File: config.mk
export PLATFORM = sky130hd
export DESIGN_NAME = lgd_logic_module
export DESIGN_NICKNAME = d
export VERILOG_FILES = /design/src/inc/lgd_pkg.sv /design/src/rtl/lgd_logic_module.sv
export SDC_FILE = /design/constraint.sdc
export NUM_CORES = 1
export LEC_CHECK = 0
export ABC_AREA = 1
export BUFFER_PORTS_ARGS = -buffer_cell sky130_fd_sc_hd__buf_2
export CORE_ASPECT_RATIO = 1.4
export CORE_MARGIN = 10
export CORE_UTILIZATION = 25
export DETAILED_ROUTE_END_ITERATION = 6
export HOLD_SLACK_MARGIN = 0.06
export SYNTH_ARGS = -nofsm -noshare
export SYNTH_HDL_FRONTEND = slang
export SYNTH_SLANG_ARGS = --single-unit
File: constraint.sdc
create_clock -name clk -period 2.8 [get_ports clk]
set_clock_uncertainty 0.05 [all_clocks]
set_input_delay 0.42 -clock clk [delete_from_list [all_inputs] [get_ports clk]]
set_output_delay 0.42 -clock clk [all_outputs]
set_load 0.01 [all_outputs]
File: src/inc/lgd_pkg.sv
// Purpose: Shared constants for the logic gate and delay timer module
// Assumes: 125 MHz clock, register port with one-cycle read latency
// Notes:   Delays are whole seconds counted on a one-second tick
package lgd_pkg;

    // Clock and time base
    localparam int unsigned CLK_HZ        = 125_000_000;
    localparam int unsigned TICK_MS       = 1000;
    localparam int unsigned TICK_CYCLES   = CLK_HZ / 1000 * TICK_MS;

    // Channel counts
    localparam int unsigned NCH           = 16;
    localparam int unsigned NCH_NARROW    = 8;
    localparam int unsigned NGATE_IN      = 4;

    // Electrical levels in millivolts
    localparam logic [15:0] IN_HIGH_MV    = 16'd10000;
    localparam int unsigned OUT_HIGH_MV   = 24000;

    // Delay fields, seconds
    localparam int unsigned DLY_W         = 7;
    localparam logic [6:0]  DLY_MAX_S     = 7'd100;
    localparam logic [6:0]  ON_DLY_RST    = 7'd3;
    localparam logic [6:0]  OFF_DLY_RST   = 7'd3;
    localparam logic [6:0]  ONOFF_ON_RST  = 7'd3;
    localparam logic [6:0]  ONOFF_OFF_RST = 7'd6;

    // Register offsets (byte addresses)
    localparam logic [7:0]  REG_CTRL      = 8'h00;
    localparam logic [7:0]  REG_MEM_INIT  = 8'h04;
    localparam logic [7:0]  REG_CONN      = 8'h08;
    localparam logic [7:0]  REG_ON_DLY    = 8'h0c;
    localparam logic [7:0]  REG_OFF_DLY   = 8'h10;
    localparam logic [7:0]  REG_ONOFF_ON  = 8'h14;
    localparam logic [7:0]  REG_ONOFF_OFF = 8'h18;
    localparam logic [7:0]  REG_IN_STAT   = 8'h1c;
    localparam logic [7:0]  REG_OUT_STAT  = 8'h20;

    // Control fields and reset values
    localparam int unsigned CTRL_WIDE_BIT = 0;
    localparam int unsigned CTRL_START_BIT = 1;
    localparam logic        CTRL_WIDE_RST = 1'b1;
    localparam logic [15:0] MEM_INIT_RST  = 16'h0000;
    localparam logic [3:0]  CONN_RST      = 4'hf;

    // Output map of the internal circuit
    localparam int unsigned Q_AND      = 0;
    localparam int unsigned Q_AND_EDGE = 1;
    localparam int unsigned Q_NAND     = 2;
    localparam int unsigned Q_NAND_EDGE = 3;
    localparam int unsigned Q_OR       = 4;
    localparam int unsigned Q_NOR      = 5;
    localparam int unsigned Q_XOR      = 6;
    localparam int unsigned Q_NOT      = 7;
    localparam int unsigned Q_ON_DLY   = 8;
    localparam int unsigned Q_OFF_DLY  = 9;
    localparam int unsigned Q_ONOFF    = 10;
    localparam int unsigned Q_MEM0     = 11;
    localparam int unsigned NMEM       = 5;

    // Input map of the internal circuit
    localparam int unsigned I_ON_TRG    = 4;
    localparam int unsigned I_OFF_TRG   = 5;
    localparam int unsigned I_OFF_RST   = 6;
    localparam int unsigned I_ONOFF_TRG = 7;
    localparam int unsigned I_MEM0      = 8;

    typedef enum logic [1:0] {
        LGD_IDLE,
        LGD_ON_WAIT,
        LGD_OFF_WAIT
    } lgd_phase_t;

endpackage : lgd_pkg

File: src/rtl/lgd_logic_module.sv
// Purpose: Cycle-evaluated digital module with gates, memory bits and delay timers
// Assumes: Input levels arrive as sampled millivolt codes synchronous to clk
// Notes:   One clock cycle is one evaluation cycle; rst acts as simulation start
//
// Overview of operation
// - Input reads logic_high when its connector level exceeds 10 V.
// - A logic_high output drives its connector to 24 V, else no drive.
// - Memory bits show initial state at start, then copy their input.
// - AND is high only when all inputs high; unconnected inputs high.
// - Edge AND high when all high now and one was low before.
// - NAND low only when all inputs high; unconnected inputs high.
// - Edge NAND high when one low now and all were high before.
// - OR high when any input high; unconnected inputs low.
// - NOR high only while all inputs low; unconnected inputs low.
// - XOR high when its inputs differ; unconnected inputs low.
// - NOT output is the inverse of its single input.
// - On-delay starts on trigger rise, output high at expiry if held.
// - On-delay clears time on early fall; output low while trigger low.
// - Off-delay output rises with trigger; falls at expiry after trigger fall.
// - Retriggering during off-delay restarts the full delay from zero.
// - Off-delay reset clears time and forces output low.
// - On/off timer on-delay from rising trigger, cleared on early fall.
// - On/off timer off-delay from falling trigger, cleared on early rise.
// - Module runs with either 8 or 16 inputs and outputs.
//
// Our own choices: the plain strobed port and the register offsets.
`timescale 1ns/1ps

module lgd_logic_module
    import lgd_pkg::*;
#(
    parameter int unsigned TICK_LEN = TICK_CYCLES
) (
    input  wire logic        clk,
    input  wire logic        rst,
    input  wire logic [15:0] in_level_mv [NCH],
    output logic [NCH-1:0]   out_drive,
    input  wire logic [7:0]  reg_addr,
    input  wire logic [31:0] reg_wdata,
    input  wire logic        reg_write,
    input  wire logic        reg_read,
    output logic [31:0]      reg_rdata
);

    // Delay expiry test shared by all timers
    function automatic logic dly_done(input logic [DLY_W-1:0] cnt,
                                      input logic [DLY_W-1:0] dly);
        dly_done = (cnt >= dly);
    endfunction : dly_done

    // Saturating elapsed-time step
    function automatic logic [DLY_W-1:0] dly_step(input logic [DLY_W-1:0] cnt,
                                                  input logic             tick);
        dly_step = (tick && cnt != DLY_MAX_S) ? cnt + 7'd1 : cnt;
    endfunction : dly_step

    // Delay writes use the low seven bits; values above 100 are clamped
    function automatic logic [DLY_W-1:0] dly_clip(input logic [31:0] wd);
        dly_clip = (wd[DLY_W-1:0] > DLY_MAX_S) ? DLY_MAX_S : wd[DLY_W-1:0];
    endfunction : dly_clip

    logic                  wide;
    logic                  restart;
    logic [NCH-1:0]        mem_init;
    logic [NGATE_IN-1:0]   conn;
    logic [DLY_W-1:0]      on_dly;
    logic [DLY_W-1:0]      off_dly;
    logic [DLY_W-1:0]      onoff_on_dly;
    logic [DLY_W-1:0]      onoff_off_dly;
    logic [NCH-1:0]        din;
    logic [NCH-1:0]        din_prev;
    logic [NCH-1:0]        next_out;
    logic [31:0]           tick_cnt;
    logic                  tick;
    logic                  start;
    logic [NGATE_IN-1:0]   g_hi;
    logic [NGATE_IN-1:0]   g_hi_prev;
    logic [NGATE_IN-1:0]   g_lo;
    logic [DLY_W-1:0]      on_cnt;
    logic                  on_q;
    logic [DLY_W-1:0]      off_cnt;
    logic                  off_run;
    logic                  off_q;
    logic [DLY_W-1:0]      oo_cnt;
    logic                  oo_q;
    lgd_phase_t            oo_phase;
    logic [NMEM-1:0]       mem_q;

    // Reset or a software start both act as simulation start
    assign start = rst | restart;

    // Register writes
    always_ff @(posedge clk) begin
        if (rst) begin
            wide          <= CTRL_WIDE_RST;
            mem_init      <= MEM_INIT_RST;
            conn          <= CONN_RST;
            on_dly        <= ON_DLY_RST;
            off_dly       <= OFF_DLY_RST;
            onoff_on_dly  <= ONOFF_ON_RST;
            onoff_off_dly <= ONOFF_OFF_RST;
        end else if (reg_write) begin
            case (reg_addr)
                REG_CTRL:      wide          <= reg_wdata[CTRL_WIDE_BIT];
                REG_MEM_INIT:  mem_init      <= reg_wdata[NCH-1:0];
                REG_CONN:      conn          <= reg_wdata[NGATE_IN-1:0];
                REG_ON_DLY:    on_dly        <= dly_clip(reg_wdata);
                REG_OFF_DLY:   off_dly       <= dly_clip(reg_wdata);
                REG_ONOFF_ON:  onoff_on_dly  <= dly_clip(reg_wdata);
                REG_ONOFF_OFF: onoff_off_dly <= dly_clip(reg_wdata);
                default: ;
            endcase
        end
    end

    // Start strobe is self-clearing
    always_ff @(posedge clk) begin
        if (rst) begin
            restart <= 1'b0;
        end else begin
            restart <= reg_write && reg_addr == REG_CTRL && reg_wdata[CTRL_START_BIT];
        end
    end

    // Read data stand for one cycle after the strobe
    always_ff @(posedge clk) begin
        if (rst) begin
            reg_rdata <= 32'h0;
        end else if (reg_read) begin
            case (reg_addr)
                REG_CTRL:      reg_rdata <= {31'h0, wide};
                REG_MEM_INIT:  reg_rdata <= {16'h0, mem_init};
                REG_CONN:      reg_rdata <= {28'h0, conn};
                REG_ON_DLY:    reg_rdata <= {25'h0, on_dly};
                REG_OFF_DLY:   reg_rdata <= {25'h0, off_dly};
                REG_ONOFF_ON:  reg_rdata <= {25'h0, onoff_on_dly};
                REG_ONOFF_OFF: reg_rdata <= {25'h0, onoff_off_dly};
                REG_IN_STAT:   reg_rdata <= {16'h0, din};
                REG_OUT_STAT:  reg_rdata <= {16'h0, out_drive};
                default:       reg_rdata <= 32'h0;
            endcase
        end else begin
            reg_rdata <= 32'h0;
        end
    end

    // One-second time base; restarted so the first tick is a full period
    always_ff @(posedge clk) begin
        if (start || tick_cnt >= TICK_LEN - 1) begin
            tick_cnt <= 32'h0;
        end else begin
            tick_cnt <= tick_cnt + 32'h1;
        end
    end

    assign tick = (tick_cnt >= TICK_LEN - 1) && !start;

    // Input threshold; upper half reads low in narrow mode
    always_ff @(posedge clk) begin
        if (rst) begin
            din      <= '0;
            din_prev <= '0;
        end else begin
            for (int i = 0; i < NCH; i++) begin
                din[i] <= (in_level_mv[i] > IN_HIGH_MV) && (wide || i < NCH_NARROW);
            end
            din_prev <= din;
        end
    end

    // Gate inputs: unconnected reads high for AND types, low for OR types
    always_comb begin
        g_hi      = din[NGATE_IN-1:0] | ~conn;
        g_hi_prev = din_prev[NGATE_IN-1:0] | ~conn;
        g_lo      = din[NGATE_IN-1:0] & conn;
    end

    // On-delay timer
    always_ff @(posedge clk) begin
        if (start) begin
            on_cnt <= '0;
            on_q   <= 1'b0;
        end else if (!din[I_ON_TRG]) begin
            on_cnt <= '0;
            on_q   <= 1'b0;
        end else if (!din_prev[I_ON_TRG]) begin
            on_cnt <= '0;
        end else if (!on_q && dly_done(on_cnt, on_dly)) begin
            on_q <= 1'b1;
        end else begin
            on_cnt <= dly_step(on_cnt, tick);
        end
    end

    // Off-delay timer; its reset input wins over the trigger
    always_ff @(posedge clk) begin
        if (start || din[I_OFF_RST]) begin
            off_cnt <= '0;
            off_run <= 1'b0;
            off_q   <= 1'b0;
        end else if (din[I_OFF_TRG]) begin
            off_cnt <= '0;
            off_run <= 1'b0;
            off_q   <= 1'b1;
        end else if (din_prev[I_OFF_TRG]) begin
            off_cnt <= '0;
            off_run <= off_q;
        end else if (off_run && dly_done(off_cnt, off_dly)) begin
            off_run <= 1'b0;
            off_q   <= 1'b0;
        end else if (off_run) begin
            off_cnt <= dly_step(off_cnt, tick);
        end
    end

    // Combined on/off-delay timer
    always_ff @(posedge clk) begin
        if (start) begin
            oo_phase <= LGD_IDLE;
            oo_cnt   <= '0;
            oo_q     <= 1'b0;
        end else if (din[I_ONOFF_TRG] && !din_prev[I_ONOFF_TRG]) begin
            oo_phase <= oo_q ? LGD_IDLE : LGD_ON_WAIT;
            oo_cnt   <= '0;
        end else if (!din[I_ONOFF_TRG] && din_prev[I_ONOFF_TRG]) begin
            oo_phase <= oo_q ? LGD_OFF_WAIT : LGD_IDLE;
            oo_cnt   <= '0;
        end else begin
            case (oo_phase)
                LGD_ON_WAIT: begin
                    if (dly_done(oo_cnt, onoff_on_dly)) begin
                        oo_q     <= 1'b1;
                        oo_phase <= LGD_IDLE;
                    end else begin
                        oo_cnt <= dly_step(oo_cnt, tick);
                    end
                end
                LGD_OFF_WAIT: begin
                    if (dly_done(oo_cnt, onoff_off_dly)) begin
                        oo_q     <= 1'b0;
                        oo_phase <= LGD_IDLE;
                    end else begin
                        oo_cnt <= dly_step(oo_cnt, tick);
                    end
                end
                default: oo_phase <= LGD_IDLE;
            endcase
        end
    end

    // Memory bits: start loads the initial state, input ignored that cycle
    always_ff @(posedge clk) begin
        if (rst) begin
            mem_q <= MEM_INIT_RST[Q_MEM0 +: NMEM];
        end else if (restart) begin
            mem_q <= mem_init[Q_MEM0 +: NMEM];
        end else begin
            mem_q <= din[I_MEM0 +: NMEM];
        end
    end

    // Output vector of the internal circuit
    always_comb begin
        next_out              = '0;
        next_out[Q_AND]       = &g_hi;
        next_out[Q_AND_EDGE]  = &g_hi && !(&g_hi_prev);
        next_out[Q_NAND]      = !(&g_hi);
        next_out[Q_NAND_EDGE] = !(&g_hi) && &g_hi_prev;
        next_out[Q_OR]        = |g_lo;
        next_out[Q_NOR]       = !(|g_lo);
        next_out[Q_XOR]       = g_lo[0] ^ g_lo[1];
        next_out[Q_NOT]       = !din[0];
        next_out[Q_ON_DLY]    = on_q;
        next_out[Q_OFF_DLY]   = off_q;
        next_out[Q_ONOFF]     = oo_q;
        next_out[Q_MEM0 +: NMEM] = mem_q;
        if (!wide) begin
            next_out[NCH-1:NCH_NARROW] = '0;
        end
    end

    // Drive enable for the 24 V output stage; off during reset
    always_ff @(posedge clk) begin
        if (start) begin
            out_drive <= '0;
        end else begin
            out_drive <= next_out;
        end
    end

endmodule : lgd_logic_module

==> load_flow_metrics.sql, run 1 <==
INSERT INTO impl_metrics (metric_group, metric, value, unit) VALUES
('routing', 'final_antenna_net_count', '0', ''),
('synth', 'synth_largest_type_area_fraction', '37.59', '%'),
('clock_network', 'postCtsHoldBufs', '0', ''),
('grt', 'grt_max_degree', '49', ''),
('synth', 'yosysWarnings', '0', ''),
('synth', 'synth_simple_gate_area_share', '30.09', '%'),
('synth', 'synth_sequential_area_ratio', '37.59', '%'),
('critical_path', 'cp_max_fo', '9', ''),
('synth', 'synth_adder_area_share', '5.560', '%'),
('clock_network', 'worst_setup_hold_path_clk_slew', '0.07', 'ns'),
('pwr', 'power_per_cell_area', '468.8', 'nW/um^2'),
('job', 'maxCapViolCount', '0', ''),
('final_layout', 'area_growth', '29.96', '%'),
('critical_path', 'timing_worst_setup_path_type', 'flop to flop', ''),
('sta', 'report.final.setup_viol', '0', ''),
('sta', 'achievable-frequency', '0.4811', 'GHz'),
('critical_path', 'crit_family', 'simple AND/OR/NAND/NOR gates', ''),
('critical_path', 'r2r-start', 'off_cnt[2]$_SDFFE_PP0P_', ''),
('synth', 'library_cell_occupying_the_most_area_in_the_post_synthesis_netlist', 'sky130_fd_sc_hd__dfxtp_1', ''),
('routing', 'drt_pre_antenna_iters', '5', ''),
('critical_path', 'critical_path.max_stage_delay', '0.48', 'ns'),
('grt', 'grt_pass1_wl', '52.16', 'mm'),
('synth', 'synth.area.top_cells', 'sky130_fd_sc_hd__dfxtp_1 (38%), sky130_fd_sc_hd__nand2_1 (7.8%), sky130_fd_sc_hd__nor2_1 (7.5%), sky130_fd_sc_hd__inv_1 (5.6%), sky130_fd_sc_hd__ha_1 (5.6%)', ''),
('clock_network', 'post_cts_resized', '0', ''),
('worst_hold_path', 'hold_start', 'reg_wdata[7]', ''),
('grt', 'grt_util_all_layers', '14.62', '%'),
('critical_path', 'worstSetupEndpointType', 'flop', ''),
('die', 'die_width', '180.4', 'microns'),
('worst_hold_path', 'timing.hold.worst_path_depth', '3', ''),
('synth', 'synth_async_sr_flop_share', '0', '%'),
('routing', 'post_drt_via_cell_ratio', '4.668', ''),
('sta', 'slew-limit-headroom', '56.71', '%'),
('sta', 'setup_slack', '0.7216', 'ns'),
('grt', 'overflow', '0', ''),
('synth', 'synth_cell_type_count', '54', ''),
('clock_network', 'cts_sinks', '169', ''),
('sta', 'slew_viol_final', '0', ''),
('placed_design', 'dp_worst_setup_slack', '0.4656', 'ns'),
('final_layout', 'finish.cell_count_without_fillers', '2021', ''),
('pwr', 'design_power', '5.484', 'mW'),
('sta', 'tightest_slew', '0.6481', 'ns'),
('sta', 'rsz0062_at_grt', 'no', ''),
('grt', 'grt_pass1_vias', '9949', ''),
('critical_path', 'crit_required', '3.06', 'ns'),
('clock_network', 'worst_case_clock_buffer_depth', '2', ''),
('synth', 'synth_top_flop_cell', 'sky130_fd_sc_hd__dfxtp_1', ''),
('critical_path', 'r2r_cells', '10', ''),
('critical_path', 'worst_r2r_endpoint', 'off_cnt[2]$_SDFFE_PP0P_', ''),
('final_layout', 'drive_above_1_share', '27.47', '%'),
('routing', 'route.vias.total', '9434', ''),
('die', 'io-pin-count', '348', ''),
('synth', 'synth.ff_latch_count', '169', ''),
('synth', 'synth_compound_gate_area_share', '15.97', '%'),
('routing', 'drc', '0', ''),
('grt', 'grt_antenna_before_repair', '4', ''),
('synth', 'main_combinational_cell_family_by_area_after_synthesis', 'simple AND/OR/NAND/NOR gates', ''),
('placed_design', 'io_buffers', '315', ''),
('outcome', 'run_status', 'complete, no violations', ''),
('clock_network', 'clk_root_buffer_cell', 'sky130_fd_sc_hd__clkbuf_16', ''),
('synth', 'synth.mux.area_fraction', '0', '%'),
('worst_hold_path', 'min_path_type', 'primary input to flop', ''),
('clock_network', 'number_of_buffers_inserted_during_clock_tree_synthesis', '17', ''),
('synth', 'post_synth_instance_area', '9001', 'sq um'),
('sta', 'report.final.hold_viol_count', '0', ''),
('critical_path', 'critPathLaunchType', 'flop', ''),
('die', 'rows', '82', ''),
('critical_path', 'cells_along_the_critical_path', 'ha_1 -> a21oi_1 -> o21ai_0 -> nand2_1 -> nand3_1 -> nor2_2 -> buf_4 -> nand4_1 -> nand2_1 -> a21oi_1', ''),
('placed_design', 'globalplace.congestion', '0.9259', ''),
('clock_network', 'h_tree_levels', '4', ''),
('die', 'die_area', '44100', 'sq um'),
('placed_design', 'place_hpwl', '27.46', 'mm');
[worst min-delay path, cell delays in order]
cell and delay (ns):
sky130_fd_sc_hd__buf_2 0.08, sky130_fd_sc_hd__nor2_1 0.03, sky130_fd_sc_hd__nor2_1 0.08
[per-stage QoR]
step	hold WS, ns	area [sq um]	utilization, %
2_1_floorplan	0.3436	9076	-
3_3_place_gp	0.3552	11100	31.09
3_5_place_dp	0.3565	11100	31.09
4_1_cts	0.1556	11700	32.76
5_1_grt	0.1687	11700	32.76
6_report	0.1656	11700	32.76
[Yosys cell counts, types with 7 or more instances]
cell	instances
sky130_fd_sc_hd__o31ai_1	8
sky130_fd_sc_hd__or2_2	19
sky130_fd_sc_hd__xor2_1	10
sky130_fd_sc_hd__clkbuf_1	9
sky130_fd_sc_hd__o22ai_1	16
sky130_fd_sc_hd__xnor2_1	13
sky130_fd_sc_hd__o211ai_1	7
sky130_fd_sc_hd__dfxtp_1	169
sky130_fd_sc_hd__inv_2	7
sky130_fd_sc_hd__nand3b_1	13
sky130_fd_sc_hd__nor3_1	11
sky130_fd_sc_hd__nor3b_1	11
sky130_fd_sc_hd__nor3_2	7
sky130_fd_sc_hd__a21oi_1	93
sky130_fd_sc_hd__o21ai_0	72
sky130_fd_sc_hd__nand3_1	55
sky130_fd_sc_hd__o21bai_1	9
sky130_fd_sc_hd__o2111ai_1	10
sky130_fd_sc_hd__nor2_1	180
sky130_fd_sc_hd__buf_2	9
sky130_fd_sc_hd__inv_1	134
sky130_fd_sc_hd__a211oi_1	8
sky130_fd_sc_hd__ha_1	40
sky130_fd_sc_hd__nor4_1	12
sky130_fd_sc_hd__buf_4	17
sky130_fd_sc_hd__nand4_1	31
sky130_fd_sc_hd__nand2_1	188
[report_power, final]
part,total [mW],internal (mW),switching [mW]
logic,0.554,0.247,0.306
clock network,2.45,1.41,1.03
registers,2.48,2.45,0.0305
[logic make-up after synthesis]
kind of cell / Yosys count
simple gates: 560
compound gates: 244
buf+inv: 180
flops: 169
fa+ha+maj: 40
xor+xnor: 23
other cells: 1
[routing by layer]
layer / up-vias / share of wire (%) / GRT usage, %
li1: 4708 / - / -
met1: 4331 / 40 / 15.91
met2: 344 / 51 / 26.57
met3: 51 / 5.9 / 3.606
met4: 0 / 3.2 / 5.801
met5: - / 0 / 0
[flip-flops by register name, indices dropped and copies added, names as in the netlist, 2 cells and up]
register       cells
off_cnt            7
onoff_off_dly      7
reg_rdata         16
oo_cnt             7
din_prev           7
out_drive         16
mem_init          16
mem_q              5
on_cnt             7
on_dly             7
conn               4
off_dly            7
oo_phase           2
din               16
tick_cnt          32
onoff_on_dly       7
[layout make-up]
| type | count | area (sq um) |
|---|---|---|
| Antenna cell | 1 | 2.502 |
| Clock buffer | 18 | 429.2 |
| Clock inverter | 12 | 166.4 |
| Fill cell | 3855 | 24010 |
| Inverter | 143 | 536.8 |
| Multi-Input combinational cell | 888 | 4927 |
| Sequential cell | 169 | 3383 |
| Tap cell | 462 | 578.1 |
| Timing Repair Buffer | 328 | 1674 |
[how the worst max path moves through the flow]
stage | start | end | slack, ns | cells past startpoint
2_1_floorplan | off_dly[6]$_SDFFE_PP0P_ | off_cnt[0]$_SDFFE_PP0P_ | 0.98 | 9
4_1_cts | off_cnt[2]$_SDFFE_PP0P_ | off_cnt[2]$_SDFFE_PP0P_ | 0.70 | 10
3_3_place_gp | reg_addr[4] | reg_rdata[14]$_SDFF_PP0_ | 0.51 | 9
5_1_grt | off_cnt[2]$_SDFFE_PP0P_ | off_cnt[5]$_SDFFE_PP0P_ | 0.52 | 10
3_5_place_dp | reg_addr[4] | reg_rdata[9]$_SDFF_PP0_ | 0.47 | 9
6_report | off_cnt[2]$_SDFFE_PP0P_ | off_cnt[2]$_SDFFE_PP0P_ | 0.72 | 10
(Power assumes the default switching activity.)
==> inputs of run 2 (changes only) <==
Clock period 2.8 ns to 1.68 ns, I/O delays scaled along.
==> load_flow_metrics.sql, run 2 (synthesis gave the netlist of run 1 again) <==
INSERT INTO impl_metrics (metric_group, metric, value, unit) VALUES
('outcome', 'run_status', 'finished, violations left', ''),
('outcome', 'violations_in_the_final_reports', 'negative setup slack', ''),
('placed_design', 'io_buffers', '315', ''),
('critical_path', 'cells_along_the_critical_path', 'ha_4 -> nand3_4 -> o21ai_2 -> nand2_1 -> nand2_2 -> nand2_4 -> nand2_4 -> nand4_1 -> buf_4 -> nand2_1 -> a21oi_2', ''),
('clock_network', 'worst_setup_hold_path_clk_slew', '0.07', 'ns'),
('critical_path', 'critPathArrivalTime', '2.00', 'ns'),
('grt', 'overflow', '0', ''),
('job', 'maxCapViolCount', '0', ''),
('die', 'die_y', '244.5', 'microns'),
('grt', 'grt_pass1_wl', '53.39', 'mm'),
('pwr', 'power_per_cell_area', '684.3', 'nW/um^2'),
('sta', 'slew_viol_final', '0', ''),
('grt', 'grt_pass1_vias', '10475', ''),
('routing', 'drtIter0Drc', '537', ''),
('routing', 'route.vias.total', '9974', ''),
('critical_path', 'crit_required', '1.94', 'ns'),
('die', 'rows', '82', ''),
('sta', 'achievable-frequency', '0.5767', 'GHz'),
('critical_path', 'critical_path.max_stage_delay', '0.36', 'ns'),
('critical_path', 'cp_max_fo', '5', ''),
('clock_network', 'cts_tree', 'yes', ''),
('routing', 'route.final.wire_length', '34.81', 'mm'),
('clock_network', 'cts_sinks', '169', ''),
('critical_path', 'worstSetupEndpointType', 'flop', ''),
('sta', 'final.hold.worst_slack', '0.08341', 'ns'),
('sta', 'tns', '-0.4241', 'ns'),
('final_layout', 'layout.cells.most_common', 'sky130_fd_sc_hd__buf_2', ''),
('final_layout', 'registers.top_by_ff_count', 'tick_cnt', ''),
('die', 'io-pin-count', '348', ''),
('die', 'die_area', '44100', 'sq um'),
('clock_network', 'worstSkewPairLatency', '0.44', 'ns'),
('final_layout', 'area_growth', '49.99', '%'),
('worst_hold_path', 'min_path_type', 'primary input to flop', ''),
('die', 'floorplan.initialDensity', '25.21', '%'),
('placed_design', 'place_hpwl', '28.47', 'mm'),
('clock_network', 'number_of_buffers_inserted_during_clock_tree_synthesis', '17', ''),
('final_layout', 'final_net_count', '2031', ''),
('grt', 'grt_antenna_before_repair', '2', ''),
('die', 'die_width', '180.4', 'microns'),
('final_layout', 'most-common-layout-cells', 'sky130_fd_sc_hd__buf_2 (315), sky130_fd_sc_hd__nand2_1 (176), sky130_fd_sc_hd__nor2_1 (171)', ''),
('grt', 'grt_util_all_layers', '15.01', '%'),
('placed_design', 'globalplace.congestion', '0.9106', ''),
('pwr', 'vdd.ir_drop.worst', '0.6420', 'mV'),
('sta', 'report.final.setup_viol', '19', ''),
('clock_network', 'worst_case_clock_buffer_depth', '2', ''),
('critical_path', 'crit_slowest_cell', 'sky130_fd_sc_hd__dfxtp_2', ''),
('final_layout', 'drive_above_1_share', '39.14', '%'),
('sta', 'report.final.hold_viol_count', '0', ''),
('clock_network', 'h_tree_levels', '4', ''),
('routing', 'drt_pre_antenna_iters', '5', ''),
('critical_path', 'timing_worst_setup_path_type', 'flop to flop', ''),
('routing', 'drc', '0', ''),
('final_layout', 'largest_register_ffs', '32', ''),
('clock_network', 'clk_root_buffer_cell', 'sky130_fd_sc_hd__clkbuf_16', ''),
('routing', 'drt-wirelength-per-cell', '16.06', 'microns'),
('grt', 'grt_max_degree', '28', ''),
('routing', 'post_drt_via_cell_ratio', '4.603', ''),
('routing', 'final_antenna_net_count', '0', ''),
('sta', 'final_min_period_over_clock_period', '103.2', '%'),
('sta', 'min_period', '1.734', 'ns'),
('sta', 'rsz0062_at_grt', 'yes', ''),
('sta', 'setup_slack', '-0.05390', 'ns'),
('critical_path', 'critPathLaunchType', 'flop', ''),
('pwr', 'p_leak', '6.074', 'nW'),
('die', 'core', '35700', 'sq um');
run 2: cell count changes in the layout (fill, tap and decap cells not counted), moves of 23 or more:
cell                            change
sky130_fd_sc_hd__dlygate4sd3_1     +23
sky130_fd_sc_hd__ha_4              +25
sky130_fd_sc_hd__ha_1              -25
sky130_fd_sc_hd__dfxtp_1           -31
sky130_fd_sc_hd__dfxtp_2           +25
sky130_fd_sc_hd__buf_4            +109
run 2: layout make-up:
| cell class | count | area [sq um] |
|---|---|---|
| flip-flops and latches | 169 | 3437 |
| clock buffers | 17 | 425.4 |
| multi-input cells | 889 | 5425 |
| fillers | 3714 | 22200 |
| diodes | 1 | 2.502 |
| well taps | 462 | 578.1 |
| inverters | 143 | 538.0 |
| repair buffers | 471 | 2908 |
| clock inverters | 15 | 186.4 |
run 2: path summary, 6_finish.rpt:
kind,from,to,slack (ns),cells after the start
worst max-delay path,tick_cnt[1]$_SDFF_PP0_,off_cnt[1]$_SDFFE_PP0P_,-0.05,11
worst min-delay path,in_level_mv[206],din[3]$_SDFF_PP0_,0.08,3
worst max register to register,tick_cnt[1]$_SDFF_PP0_,off_cnt[1]$_SDFFE_PP0P_,-0.05,11
worst min register to register,mem_q[2]$_SDFF_PP0_,out_drive[13]$_SDFF_PP0_,0.36,2
run 2: routing by layer:
| metal | wire (microns) | track usage (%) | part of all wire (%) |
|---|---|---|---|
| met5 | 0 | 0 | 0 |
| met4 | 855 | 4.979 | 2.5 |
| met3 | 2003 | 3.502 | 5.8 |
| met2 | 18560 | 28.76 | 53 |
| met1 | 13390 | 15.61 | 38 |
run 2: metrics by stage:
step                      instance area, sq um  instances  power (mW)  setup WS, ns  utilization, %
after global routing                     13500       2166       9.583       -0.1900           37.80
final                                    13500       2167       9.238      -0.05390           37.81
after floorplan                           9156       1237       4.640      0.002232               -
after CTS                                13230       2160       9.310       -0.1065           37.05
after detailed placement                 12040       2094       5.207       -0.2487           33.71
after global placement                   12040       2094       5.193       -0.1798           33.71
run 2: what timing repair did:
item | CTS | global route
pin swaps | 25 | 38
gates resized for setup | 51 | 72
cloned | 2 | 0
endpoints found under the hold margin | 18 | 0
hold buffers | 23 | 0
endpoints found under the setup margin | 43 | 52
setup buffers | 9 | 7
run 2: critical path, delay by kind of cell, from the launching register on:
kind	cells	cell delay (ns)
compound gates	2	0.20
fa+ha+maj	1	0.15
buf+inv	1	0.18
flops	1	0.36
simple gates	7	0.71
run 2: report_power, final:
part	switching [mW]	internal [mW]	total, mW
sequential	0.0467	4.08	4.13
combinational	0.563	0.533	1.10
clock	1.98	2.03	4.02
total	2.59	6.64	9.24
